<file path="src/shared/codec_flag_pkg.sv">
// Register map, field masks and reset values of the codec status flag bank.
// Assumes byte addresses on the register bus equal four times the index.
package codec_flag_pkg;

    localparam int ADDR_W = 8;
    localparam int DATA_W = 32;
    localparam int STRB_W = DATA_W / 8;

    // **********************************************************
    // Register indices
    // **********************************************************
    localparam logic [5:0] GAIN_IDX = 6'h26;
    localparam logic [5:0] OVF_IDX = 6'h27;
    localparam logic [5:0] RSV_IDX0 = 6'h28;
    localparam logic [5:0] PLAY_IDX = 6'h2C;
    localparam logic [5:0] REC_IDX = 6'h2D;
    localparam int RSV_COUNT = 4;

    function automatic logic [ADDR_W-1:0] idx_to_addr(
        input logic [5:0] idx
    );
        return {idx, 2'b00};
    endfunction

    localparam logic [ADDR_W-1:0] RSV_BASE_ADDR = idx_to_addr(RSV_IDX0);

    // **********************************************************
    // Field positions and masks
    // **********************************************************
    localparam int GAIN_LEFT_BIT = 4;
    localparam int GAIN_RIGHT_BIT = 0;
    localparam int REC_DC_BIT = 2;
    localparam logic [7:0] GAIN_RSV_MASK = 8'hEE;
    localparam logic [7:0] OVF_STICKY_MASK = 8'hEA;
    localparam logic [7:0] OVF_RSV_MASK = 8'h15;
    localparam logic [7:0] PLAY_STICKY_MASK = 8'hFF;
    localparam logic [7:0] REC_STICKY_MASK = 8'h58;
    localparam logic [7:0] REC_RSV_MASK = 8'hA3;

    // **********************************************************
    // Reset values and bus answers
    // **********************************************************
    localparam logic [7:0] FLAG_RESET = 8'h00;
    localparam logic [7:0] RSV_RESET = 8'h00;
    localparam logic [1:0] RESP_OKAY = 2'h0;
    localparam logic [1:0] RESP_SLVERR = 2'h2;

endpackage

</file>
<file path="src/hdl/flag_sticky_bank.sv">
// A byte of sticky flags: level sources set them, a clear pulse drops them.
// Assumes sources and clear run on aclk; a set in the clear cycle wins.
`timescale 1ns/1ps
module flag_sticky_bank
    import codec_flag_pkg::*;
#(
    parameter int WIDTH = 8,
    parameter logic [WIDTH-1:0] KEEP_MASK = '1
)
(
    input wire logic aclk, // Clock
    input wire logic aresetn, // Sync reset, low
    input wire logic [WIDTH-1:0] set_in, // Source levels
    input wire logic clear_in, // Read-clear pulse
    output logic [WIDTH-1:0] flags_out // Flag state
);

    logic [WIDTH-1:0] flags_reg;
    logic [WIDTH-1:0] flags_next;

    // Set beats clear so an event on the read edge survives
    assign flags_next = ((flags_reg & ~{WIDTH{clear_in}}) | set_in)
        & KEEP_MASK;

    always_ff @(posedge aclk)
    begin
        if (!aresetn)
            flags_reg <= '0;
        else
            flags_reg <= flags_next;
    end

    assign flags_out = flags_reg;

endmodule

</file>
<file path="src/hdl/codec_status_flags.sv">
// Codec status and sticky event flag bank behind an AXI4-Lite slave.
// Assumes all flag sources are levels from logic on aclk.
//
// Our own choice: register access over AXI4-Lite.
`timescale 1ns/1ps
module codec_status_flags
    import codec_flag_pkg::*;
(
    input wire logic aclk, // Clock, 100 MHz
    input wire logic aresetn, // Sync reset, low
    input wire logic [ADDR_W-1:0] awaddr, // Write address
    input wire logic [2:0] awprot, // Unused protection
    input wire logic awvalid, // Write address valid
    output logic awready, // Write address ready
    input wire logic [DATA_W-1:0] wdata, // Write data
    input wire logic [STRB_W-1:0] wstrb, // Byte enables
    input wire logic wvalid, // Write data valid
    output logic wready, // Write data ready
    output logic [1:0] bresp, // Write response
    output logic bvalid, // Write response valid
    input wire logic bready, // Write response ready
    input wire logic [ADDR_W-1:0] araddr, // Read address
    input wire logic [2:0] arprot, // Unused protection
    input wire logic arvalid, // Read address valid
    output logic arready, // Read address ready
    output logic [DATA_W-1:0] rdata, // Read data
    output logic [1:0] rresp, // Read response
    output logic rvalid, // Read data valid
    input wire logic rready, // Read data ready
    input wire logic gain_left_match, // Left gain stage settled
    input wire logic gain_right_match, // Right gain stage settled
    input wire logic ovf_play_left, // Left playback overflow
    input wire logic ovf_play_right, // Right playback overflow
    input wire logic ovf_play_shift, // Playback shifter overflow
    input wire logic ovf_rec_conv, // Record converter overflow
    input wire logic ovf_rec_shift, // Record shifter overflow
    input wire logic short_left, // Left driver short
    input wire logic short_right, // Right driver short
    input wire logic button_press, // Headset button pressed
    input wire logic headset_change, // Insertion or removal
    input wire logic compress_left_above, // Left power over threshold
    input wire logic compress_right_above, // Right power over threshold
    input wire logic play_engine_std, // Playback engine std port
    input wire logic play_engine_aux, // Playback engine aux port
    input wire logic gain_ctrl_noise_below, // Record power under noise
    input wire logic rec_engine_std, // Record engine std port
    input wire logic rec_engine_aux, // Record engine aux port
    input wire logic dc_meas_avail // DC measurement available
);

    // **********************************************************
    // Address decode helpers
    // **********************************************************
    function automatic logic reg_hit(
        input logic [ADDR_W-1:0] addr,
        input logic [5:0] idx
    );
        return addr == idx_to_addr(idx);
    endfunction

    function automatic logic rsv_hit(input logic [ADDR_W-1:0] addr);
        return (addr[7:4] == RSV_BASE_ADDR[7:4]) && (addr[1:0] == 2'b00);
    endfunction

    function automatic logic known_hit(input logic [ADDR_W-1:0] addr);
        return reg_hit(addr, GAIN_IDX) || reg_hit(addr, OVF_IDX)
            || reg_hit(addr, PLAY_IDX) || reg_hit(addr, REC_IDX)
            || rsv_hit(addr);
    endfunction

    // **********************************************************
    // Write channel state
    // **********************************************************
    logic aw_full_reg;
    logic w_full_reg;
    logic [ADDR_W-1:0] wr_addr_reg;
    logic [7:0] wr_byte_reg;
    logic wr_lane_reg;
    logic bvalid_reg;
    logic [1:0] bresp_reg;
    logic aw_hs;
    logic w_hs;
    logic wr_commit;
    logic wr_en_byte;
    logic wr_gain;
    logic wr_ovf;
    logic wr_rec;
    logic wr_rsv;

    assign awready = !aw_full_reg;
    assign wready = !w_full_reg;
    assign aw_hs = awvalid && awready;
    assign w_hs = wvalid && wready;
    assign wr_commit = aw_full_reg && w_full_reg && !bvalid_reg;
    assign wr_en_byte = wr_commit && wr_lane_reg;
    assign wr_gain = wr_en_byte && reg_hit(wr_addr_reg, GAIN_IDX);
    assign wr_ovf = wr_en_byte && reg_hit(wr_addr_reg, OVF_IDX);
    assign wr_rec = wr_en_byte && reg_hit(wr_addr_reg, REC_IDX);
    assign wr_rsv = wr_en_byte && rsv_hit(wr_addr_reg);
    assign bvalid = bvalid_reg;
    assign bresp = bresp_reg;

    // Address and data may land in either order; commit once both held
    always_ff @(posedge aclk)
    begin
        if (!aresetn)
        begin
            aw_full_reg <= 1'b0;
            w_full_reg <= 1'b0;
            wr_addr_reg <= '0;
            wr_byte_reg <= 8'h00;
            wr_lane_reg <= 1'b0;
        end
        else
        begin
            if (aw_hs)
            begin
                aw_full_reg <= 1'b1;
                wr_addr_reg <= awaddr;
            end
            else if (wr_commit)
                aw_full_reg <= 1'b0;
            if (w_hs)
            begin
                w_full_reg <= 1'b1;
                wr_byte_reg <= wdata[7:0];
                wr_lane_reg <= wstrb[0];
            end
            else if (wr_commit)
                w_full_reg <= 1'b0;
        end
    end

    always_ff @(posedge aclk)
    begin
        if (!aresetn)
        begin
            bvalid_reg <= 1'b0;
            bresp_reg <= RESP_OKAY;
        end
        else if (wr_commit)
        begin
            bvalid_reg <= 1'b1;
            bresp_reg <= known_hit(wr_addr_reg) ? RESP_OKAY : RESP_SLVERR;
        end
        else if (bvalid_reg && bready)
            bvalid_reg <= 1'b0;
    end

    // **********************************************************
    // Reserved bit storage
    // **********************************************************
    // Stored as written; software is expected to keep the safe values
    logic [7:0] gain_rsv_reg;
    logic [7:0] ovf_rsv_reg;
    logic [7:0] rec_rsv_reg;
    logic [7:0] rsv_bank_reg [RSV_COUNT];

    always_ff @(posedge aclk)
    begin
        if (!aresetn)
        begin
            gain_rsv_reg <= RSV_RESET;
            ovf_rsv_reg <= RSV_RESET;
            rec_rsv_reg <= RSV_RESET;
        end
        else
        begin
            if (wr_gain)
                gain_rsv_reg <= wr_byte_reg & GAIN_RSV_MASK;
            if (wr_ovf)
                ovf_rsv_reg <= wr_byte_reg & OVF_RSV_MASK;
            if (wr_rec)
                rec_rsv_reg <= wr_byte_reg & REC_RSV_MASK;
        end
    end

    always_ff @(posedge aclk)
    begin
        if (!aresetn)
        begin
            for (int i = 0; i < RSV_COUNT; i++)
                rsv_bank_reg[i] <= RSV_RESET;
        end
        else if (wr_rsv)
            rsv_bank_reg[wr_addr_reg[3:2]] <= wr_byte_reg;
    end

    // **********************************************************
    // Sticky flag banks
    // **********************************************************
    logic ar_hs;
    logic rd_clr_ovf;
    logic rd_clr_play;
    logic rd_clr_rec;
    logic [7:0] ovf_src;
    logic [7:0] play_src;
    logic [7:0] rec_src;
    logic [7:0] ovf_flags;
    logic [7:0] play_flags;
    logic [7:0] rec_flags;

    assign ar_hs = arvalid && arready;
    // The clear lands on the same edge that captures the read data
    assign rd_clr_ovf = ar_hs && reg_hit(araddr, OVF_IDX);
    assign rd_clr_play = ar_hs && reg_hit(araddr, PLAY_IDX);
    assign rd_clr_rec = ar_hs && reg_hit(araddr, REC_IDX);

    assign ovf_src = {ovf_play_left, ovf_play_right,
        ovf_play_shift, 1'b0,
        ovf_rec_conv, 1'b0,
        ovf_rec_shift, 1'b0};
    assign play_src = {short_left, short_right,
        button_press, headset_change,
        compress_left_above, compress_right_above,
        play_engine_std, play_engine_aux};
    assign rec_src = {1'b0, gain_ctrl_noise_below, 1'b0,
        rec_engine_std, rec_engine_aux, 3'b000};

    flag_sticky_bank #(.WIDTH(8), .KEEP_MASK(OVF_STICKY_MASK)) ovf_bank (
        .aclk(aclk),
        .aresetn(aresetn),
        .set_in(ovf_src),
        .clear_in(rd_clr_ovf),
        .flags_out(ovf_flags)
    );

    flag_sticky_bank #(.WIDTH(8), .KEEP_MASK(PLAY_STICKY_MASK)) play_bank (
        .aclk(aclk),
        .aresetn(aresetn),
        .set_in(play_src),
        .clear_in(rd_clr_play),
        .flags_out(play_flags)
    );

    flag_sticky_bank #(.WIDTH(8), .KEEP_MASK(REC_STICKY_MASK)) rec_bank (
        .aclk(aclk),
        .aresetn(aresetn),
        .set_in(rec_src),
        .clear_in(rd_clr_rec),
        .flags_out(rec_flags)
    );

    // **********************************************************
    // Read channel
    // **********************************************************
    logic [7:0] gain_view;
    logic [7:0] ovf_view;
    logic [7:0] rec_view;
    logic [7:0] rd_byte;
    logic rvalid_reg;
    logic [1:0] rresp_reg;
    logic [DATA_W-1:0] rdata_reg;

    assign gain_view = gain_rsv_reg
        | (8'(gain_left_match) << GAIN_LEFT_BIT)
        | (8'(gain_right_match) << GAIN_RIGHT_BIT);
    assign ovf_view = ovf_flags | ovf_rsv_reg;
    assign rec_view = rec_flags | rec_rsv_reg
        | (8'(dc_meas_avail) << REC_DC_BIT);
    assign rd_byte = reg_hit(araddr, GAIN_IDX) ? gain_view
        : reg_hit(araddr, OVF_IDX) ? ovf_view
        : reg_hit(araddr, PLAY_IDX) ? play_flags
        : reg_hit(araddr, REC_IDX) ? rec_view
        : rsv_hit(araddr) ? rsv_bank_reg[araddr[3:2]]
        : 8'h00;

    assign arready = !rvalid_reg;
    assign rvalid = rvalid_reg;
    assign rresp = rresp_reg;
    assign rdata = rdata_reg;

    always_ff @(posedge aclk)
    begin
        if (!aresetn)
        begin
            rvalid_reg <= 1'b0;
            rresp_reg <= RESP_OKAY;
            rdata_reg <= '0;
        end
        else if (ar_hs)
        begin
            rvalid_reg <= 1'b1;
            rresp_reg <= known_hit(araddr) ? RESP_OKAY : RESP_SLVERR;
            rdata_reg <= {{(DATA_W-8){1'b0}}, rd_byte};
        end
        else if (rvalid_reg && rready)
            rvalid_reg <= 1'b0;
    end
endmodule

</file>
<file path="config.mk">
export PLATFORM = sky130hd
export DESIGN_NAME = codec_status_flags
export DESIGN_NICKNAME = d
export VERILOG_FILES = /design/src/shared/codec_flag_pkg.sv /design/src/hdl/flag_sticky_bank.sv /design/src/hdl/codec_status_flags.sv
export SDC_FILE = /design/constraint.sdc
export NUM_CORES = 1
export LEC_CHECK = 0
export CORE_MARGIN = 1.5
export CORE_UTILIZATION = 55
export DETAILED_ROUTE_END_ITERATION = 8
export DONT_BUFFER_PORTS = 1
export PLACE_DENSITY_LB_ADDON = 0.25
export SETUP_SLACK_MARGIN = 0.1
export SLEW_MARGIN = 20
export SYNTH_ARGS = -nofsm -noshare
export SYNTH_HDL_FRONTEND = slang
export SYNTH_SLANG_ARGS = --single-unit
</file>
<file path="constraint.sdc">
create_clock -name aclk -period 5.5 [get_ports aclk]
set_input_delay 0.55 -clock aclk [delete_from_list [all_inputs] [get_ports aclk]]
set_output_delay 0.55 -clock aclk [all_outputs]
set_load 0.005 [all_outputs]
</file>
### After elaboration in Yosys (flattened, before gate mapping)

Memory sizes are Yosys's and may differ from the RTL's.
Cells that the tools add are included.

* equality and inequality tests: 10
* muxes and demuxes: 21
* bitwise gates (word level): 14
* reductions and logical operators: 36

Operators with widths (number)
* 8-bit equality test (second input constant): 8
* 8-bit two-way mux: 6
* 1-bit logical AND: 17
* 8-bit AND: 2
* 8-bit NOT: 2
* 8-bit by 5-bit bitwise OR with 8-bit output: 2
* 8-bit bitwise OR: 2
* 1-bit two-way mux: 12
* 4-bit equality test (second input constant): 2
* 1-bit logical OR: 8
* 7-bit by 8-bit bitwise OR with 8-bit output: 1
* 8-bit by 1-bit bitwise OR with 8-bit output: 1
* 8-bit by 3-bit bitwise OR with 8-bit output: 1
* 2-bit nonzero test: 4
* 8-bit OR reduction: 1
* 7-bit AND: 1
* 7-bit NOT: 1
* 7-bit bitwise OR: 1
* 2-bit two-way mux: 3
* 1-bit zero test: 4
* 2-bit zero test: 2

* register bits: 65
* memory bits (writable): 32
* logic and storage cells: 99
* memories kept: 1

Memory list
* rsv_bank_reg: words 4, width 8, rd ports 1, clocked after Yosys merged registers in 0, wr ports 4, line codec_status_flags.sv:157 `logic [7:0] rsv_bank_reg [RSV_COUNT];`

### Longest topological paths before layout

* depth after elaboration: 9
* gate-level depth with buffers: 6

### Hierarchy

From an unflattened synthesis, not the netlist that was laid out.

* cell total of the unflattened synthesis: 419
* area total of the unflattened synthesis: 4340.4 µm²

Modules (own cells, without submodules)
* codec_status_flags: instances 1, cells each 360, area each 3727.3 µm², seq. area each 1841.8 µm²
* flag_sticky_bank (play_bank): instances 1, cells each 25, area each 275.3 µm², seq. area each 160.2 µm²
* flag_sticky_bank (ovf_bank): instances 1, cells each 19, area each 195.2 µm², seq. area each 100.1 µm²
* flag_sticky_bank (rec_bank): instances 1, cells each 15, area each 142.6 µm², seq. area each 60.1 µm²

### Worst setup path before layout

Ideal clock, no wire load.

* kind: register to register
* start: reg wr_addr_reg[0]
* end: mem rsv_bank_reg[0][0], enable pin
* setup time: 387 ps
* arrival time: 1720 ps
* data required time: 5113 ps
* setup slack: 3393 ps
* cell stages (with the launch flop): 4
* buffers on the path: 0
* path through: dfxtp_1 nor4b_4 nand4_4 o31ai_1

RTL lines
* start, declared: line codec_status_flags.sv:76 `logic [ADDR_W-1:0] wr_addr_reg;`
* start signal, assigned: line codec_status_flags.sv:119 `wr_addr_reg <= awaddr;`
* end, declared: line codec_status_flags.sv:157

==> results.py <==
metrics = {
    "placement": {
        "dp_slack_ns": 3.31,
        "hpwl_um": 6190,
        "gp_congestion": 0.817,
        "place.port_buffers": 0,
    },
    "sta": {
        "worst_slew_pin_slew_ns": 0.888,
        "timing.fmax_mhz": 453,
        "finalCritPeriodShare": 0.402,
        "fin_skew_ns": 0.00805,
        "hold_violations": 0,
        "fin_tns_setup_ns": 0,
        "final-setup-viol-count": 0,
        "period_needed_ns": 2.21,
        "layout_setup_ws_ns": 3.29,
        "slew-limit-headroom": 0.407,
        "rsz0062_at_grt": "false",
        "finalMaxSlewViolations": 0,
    },
    "yosys": {
        "synth.cell_area_um2": 4320,
        "ys_ff_latch": 92,
        "yosys.area_share.xor_xnor": 0.00203,
        "yosysWarnings": 0,
        "avgSynthCellArea_um2": 10.7,
        "ys_seq_area_frac": 0.501,
        "synth_compound_area_frac": 0.125,
        "synthMuxAreaShare": 0.109,
        "yosys.area_share.simple": 0.185,
        "synthFlopType": "dfxtp_1",
        "synth_top_family_by_area": "simple AND/OR/NAND/NOR gates",
        "synth_edf_count": 32,
        "ys_async_sr_fraction": 0,
        "synth_cell_types": 40,
        "syn_inst": 404,
        "yosys.area_share.adder": 0,
    },
    "global_route": {
        "antenna_found_initial": 0,
        "grt_pass1_wl_um": 14000,
        "gr-usage-all-layers": 0.219,
        "grt_max_degree": 49,
        "grt.overflow.total": 0,
        "grt_pass1_vias": 2766,
    },
    "cells_and_area": {
        "largest_reg_flops": 32,
        "fillCellCount": 691,
        "final_common_cell": "dfxtp_1",
        "ff_latch_area_um2": 2160,
        "num-nets-final": 477,
        "area_growth_pct": 3.42,
        "drive_gt1_frac": 0.131,
        "multi_input_area_um2": 1930,
        "antennaDiodeCount": 0,
        "final_cell_mix": "dfxtp_1, nor2_1, edfxtp_1",
    },
    "critical_path": {
        "cp_num_cells": 3,
        "path_cells": "nor4b_4 > nand4_4 > o21ai_1",
        "cpPeakStageDelay_ns": 0.76,
        "timing.critical_path.buf_inv": 0,
        "path_max_fanout": 8,
        "r2r_cells": 3,
        "endpoint_kind": "flip-flop",
        "regToRegStartpoint": "wr_addr_reg[0]",
        "r2r_slack_ns": 3.29,
        "required_ns": 5.49,
        "cp.arrival_ns": 2.20,
        "setup.worst_path.start_class": "flip-flop",
        "cp_top_family": "compound AO/OA/AOI/OAI gates",
        "endpoint": "rsv_bank_reg[2][0]",
        "critPathLaunch": "wr_addr_reg[0]",
        "r2r_end": "rsv_bank_reg[2][0]",
        "worstSetupPathType": "reg -> reg",
        "crit_slowest_cell": "o21ai_1",
    },
    "drt": {
        "via_per_inst": 5.74,
        "wirelength_um": 8790,
        "wl_met3_um": 556,
        "ant_nets": 0,
        "drc": 0,
        "wl_met1_um": 3780,
        "dr.pass1.iters": 4,
        "wl_per_cell_um": 17.6,
        "num_vias": 2868,
        "drt_iter0_markers": 159,
        "top_layer_used": "met4",
        "wl_met2_um": 4280,
    },
    "floorplanning": {
        "ioPinCount": 125,
        "coreArea_um2": 7650,
        "placementRows": 32,
        "die_y_um": 91.6,
        "die_area_um2": 8390,
        "start_util": 0.565,
        "die_w_um": 91.6,
    },
    "clock_network": {
        "holdBufCountCts": 0,
        "cts.repair.resized": 0,
        "htreeDepth": 3,
        "cts-root-buf": "clkbuf_8",
        "cts_tree": "built",
        "numCtsBuffers": 9,
        "clk_pin_slew_worst_paths_ns": 0.09,
        "clockBufferDepth": 2,
        "clk_latency_ns": 0.36,
        "cts_setup_buffers": 0,
        "cts.sinks": 92,
    },
    "power": {
        "p_leak_uw": 0.00178,
        "power_density_nw_per_um2": 289,
        "ir_worst_vdd_uv": 191,
    },
    "job": {
        "drv_cap": 0,
    },
    "min_path": {
        "hold_path.class": "in -> reg",
    },
    "run_status": {
        "outcome": "complete, no violations",
    },
}
## where the power goes
group	switching, uW	leakage, uW	internal (uW)	total, uW
combinational	53.4	0.000856	40.2	93.6
sequential	26.7	0.000823	733	760
clock	245	0.000103	194	439
total	325	0.00178	967	1290
## worst reg2reg max path, cell delays in order, from the launching register on
cell     delay [ns]
dfxtp_1        0.34
nor4b_4        0.47
nand4_4        0.26
o21ai_1        0.76
## metal layers
layer / GRT usage / vias to the layer above
li1: - / 1396
met1: 0.281 / 1360
met2: 0.358 / 99
met3: 0.0439 / 13
met4: 0.0990 / 0
met5: 0 / -
## final cells by class
| class | count | area share |
|---|---|---|
| Timing Repair Buffer | 5 | 0.00840 |
| Inverter | 6 | 0.00504 |
| Clock buffer | 10 | 0.0333 |
| Multi-Input combinational cell | 279 | 0.431 |
| Tap cell | 102 | 0.0286 |
| Clock inverter | 6 | 0.00924 |
| Sequential cell | 92 | 0.484 |
## cells by family (layout without fill, tap and decap cells)
family | Yosys count | after routing
and+or+nand+nor | 139 | 139
DFF | 92 | 92
AOI/OAI and AO/OA | 76 | 76
buffers and inverters | 58 | 27
muxes | 37 | 37
other | 1 | 26
xor gates and xnor gates | 1 | 1
## Yosys cell counts, drive strengths merged, types with 8 or more instances
| cell type | number | area share |
|---|---|---|
| a21oi | 28 | 0.032 |
| a32oi | 8 | 0.016 |
| and2 | 32 | 0.048 |
| buf | 43 | 0.065 |
| clkbuf | 9 | 0.0078 |
| dfxtp | 60 | 0.28 |
| edfxtp | 32 | 0.22 |
| mux2i | 29 | 0.067 |
| mux4 | 8 | 0.042 |
| nand2 | 24 | 0.021 |
| nand3 | 8 | 0.0093 |
| nor2 | 44 | 0.038 |
| o2111ai | 8 | 0.016 |
| o221a | 8 | 0.021 |
| o31ai | 17 | 0.030 |
## through the flow
stage | hold WS [ns] | total power, uW | cells | util | area, um2
finish | 0.275 | 1290 | 500 | 0.584 | 4470
CTS | 0.265 | 1300 | 500 | 0.584 | 4460
floorplan | 0.451 | 866 | 429 | - | 4410
global placement | 0.470 | 865 | 484 | 0.559 | 4270
detailed placement | 0.479 | 869 | 484 | 0.559 | 4270
global route | 0.275 | 1340 | 500 | 0.584 | 4470
## worst min path at each step
stage	startpoint	to	slack [ns]	cells after the start
after floorplan	ovf_bank.flags_out[1]	ovf_bank.flags_out[1]	0.45	2
after global placement	ovf_bank.flags_out[7]	ovf_bank.flags_out[7]	0.47	2
after detailed placement	play_bank.flags_out[1]	play_bank.flags_out[1]	0.48	2
after CTS	rready	rvalid	0.26	1
after global routing	rready	rvalid	0.27	1
final	rready	rvalid	0.27	1
No activity file was read; power rests on OpenSTA's default activity.
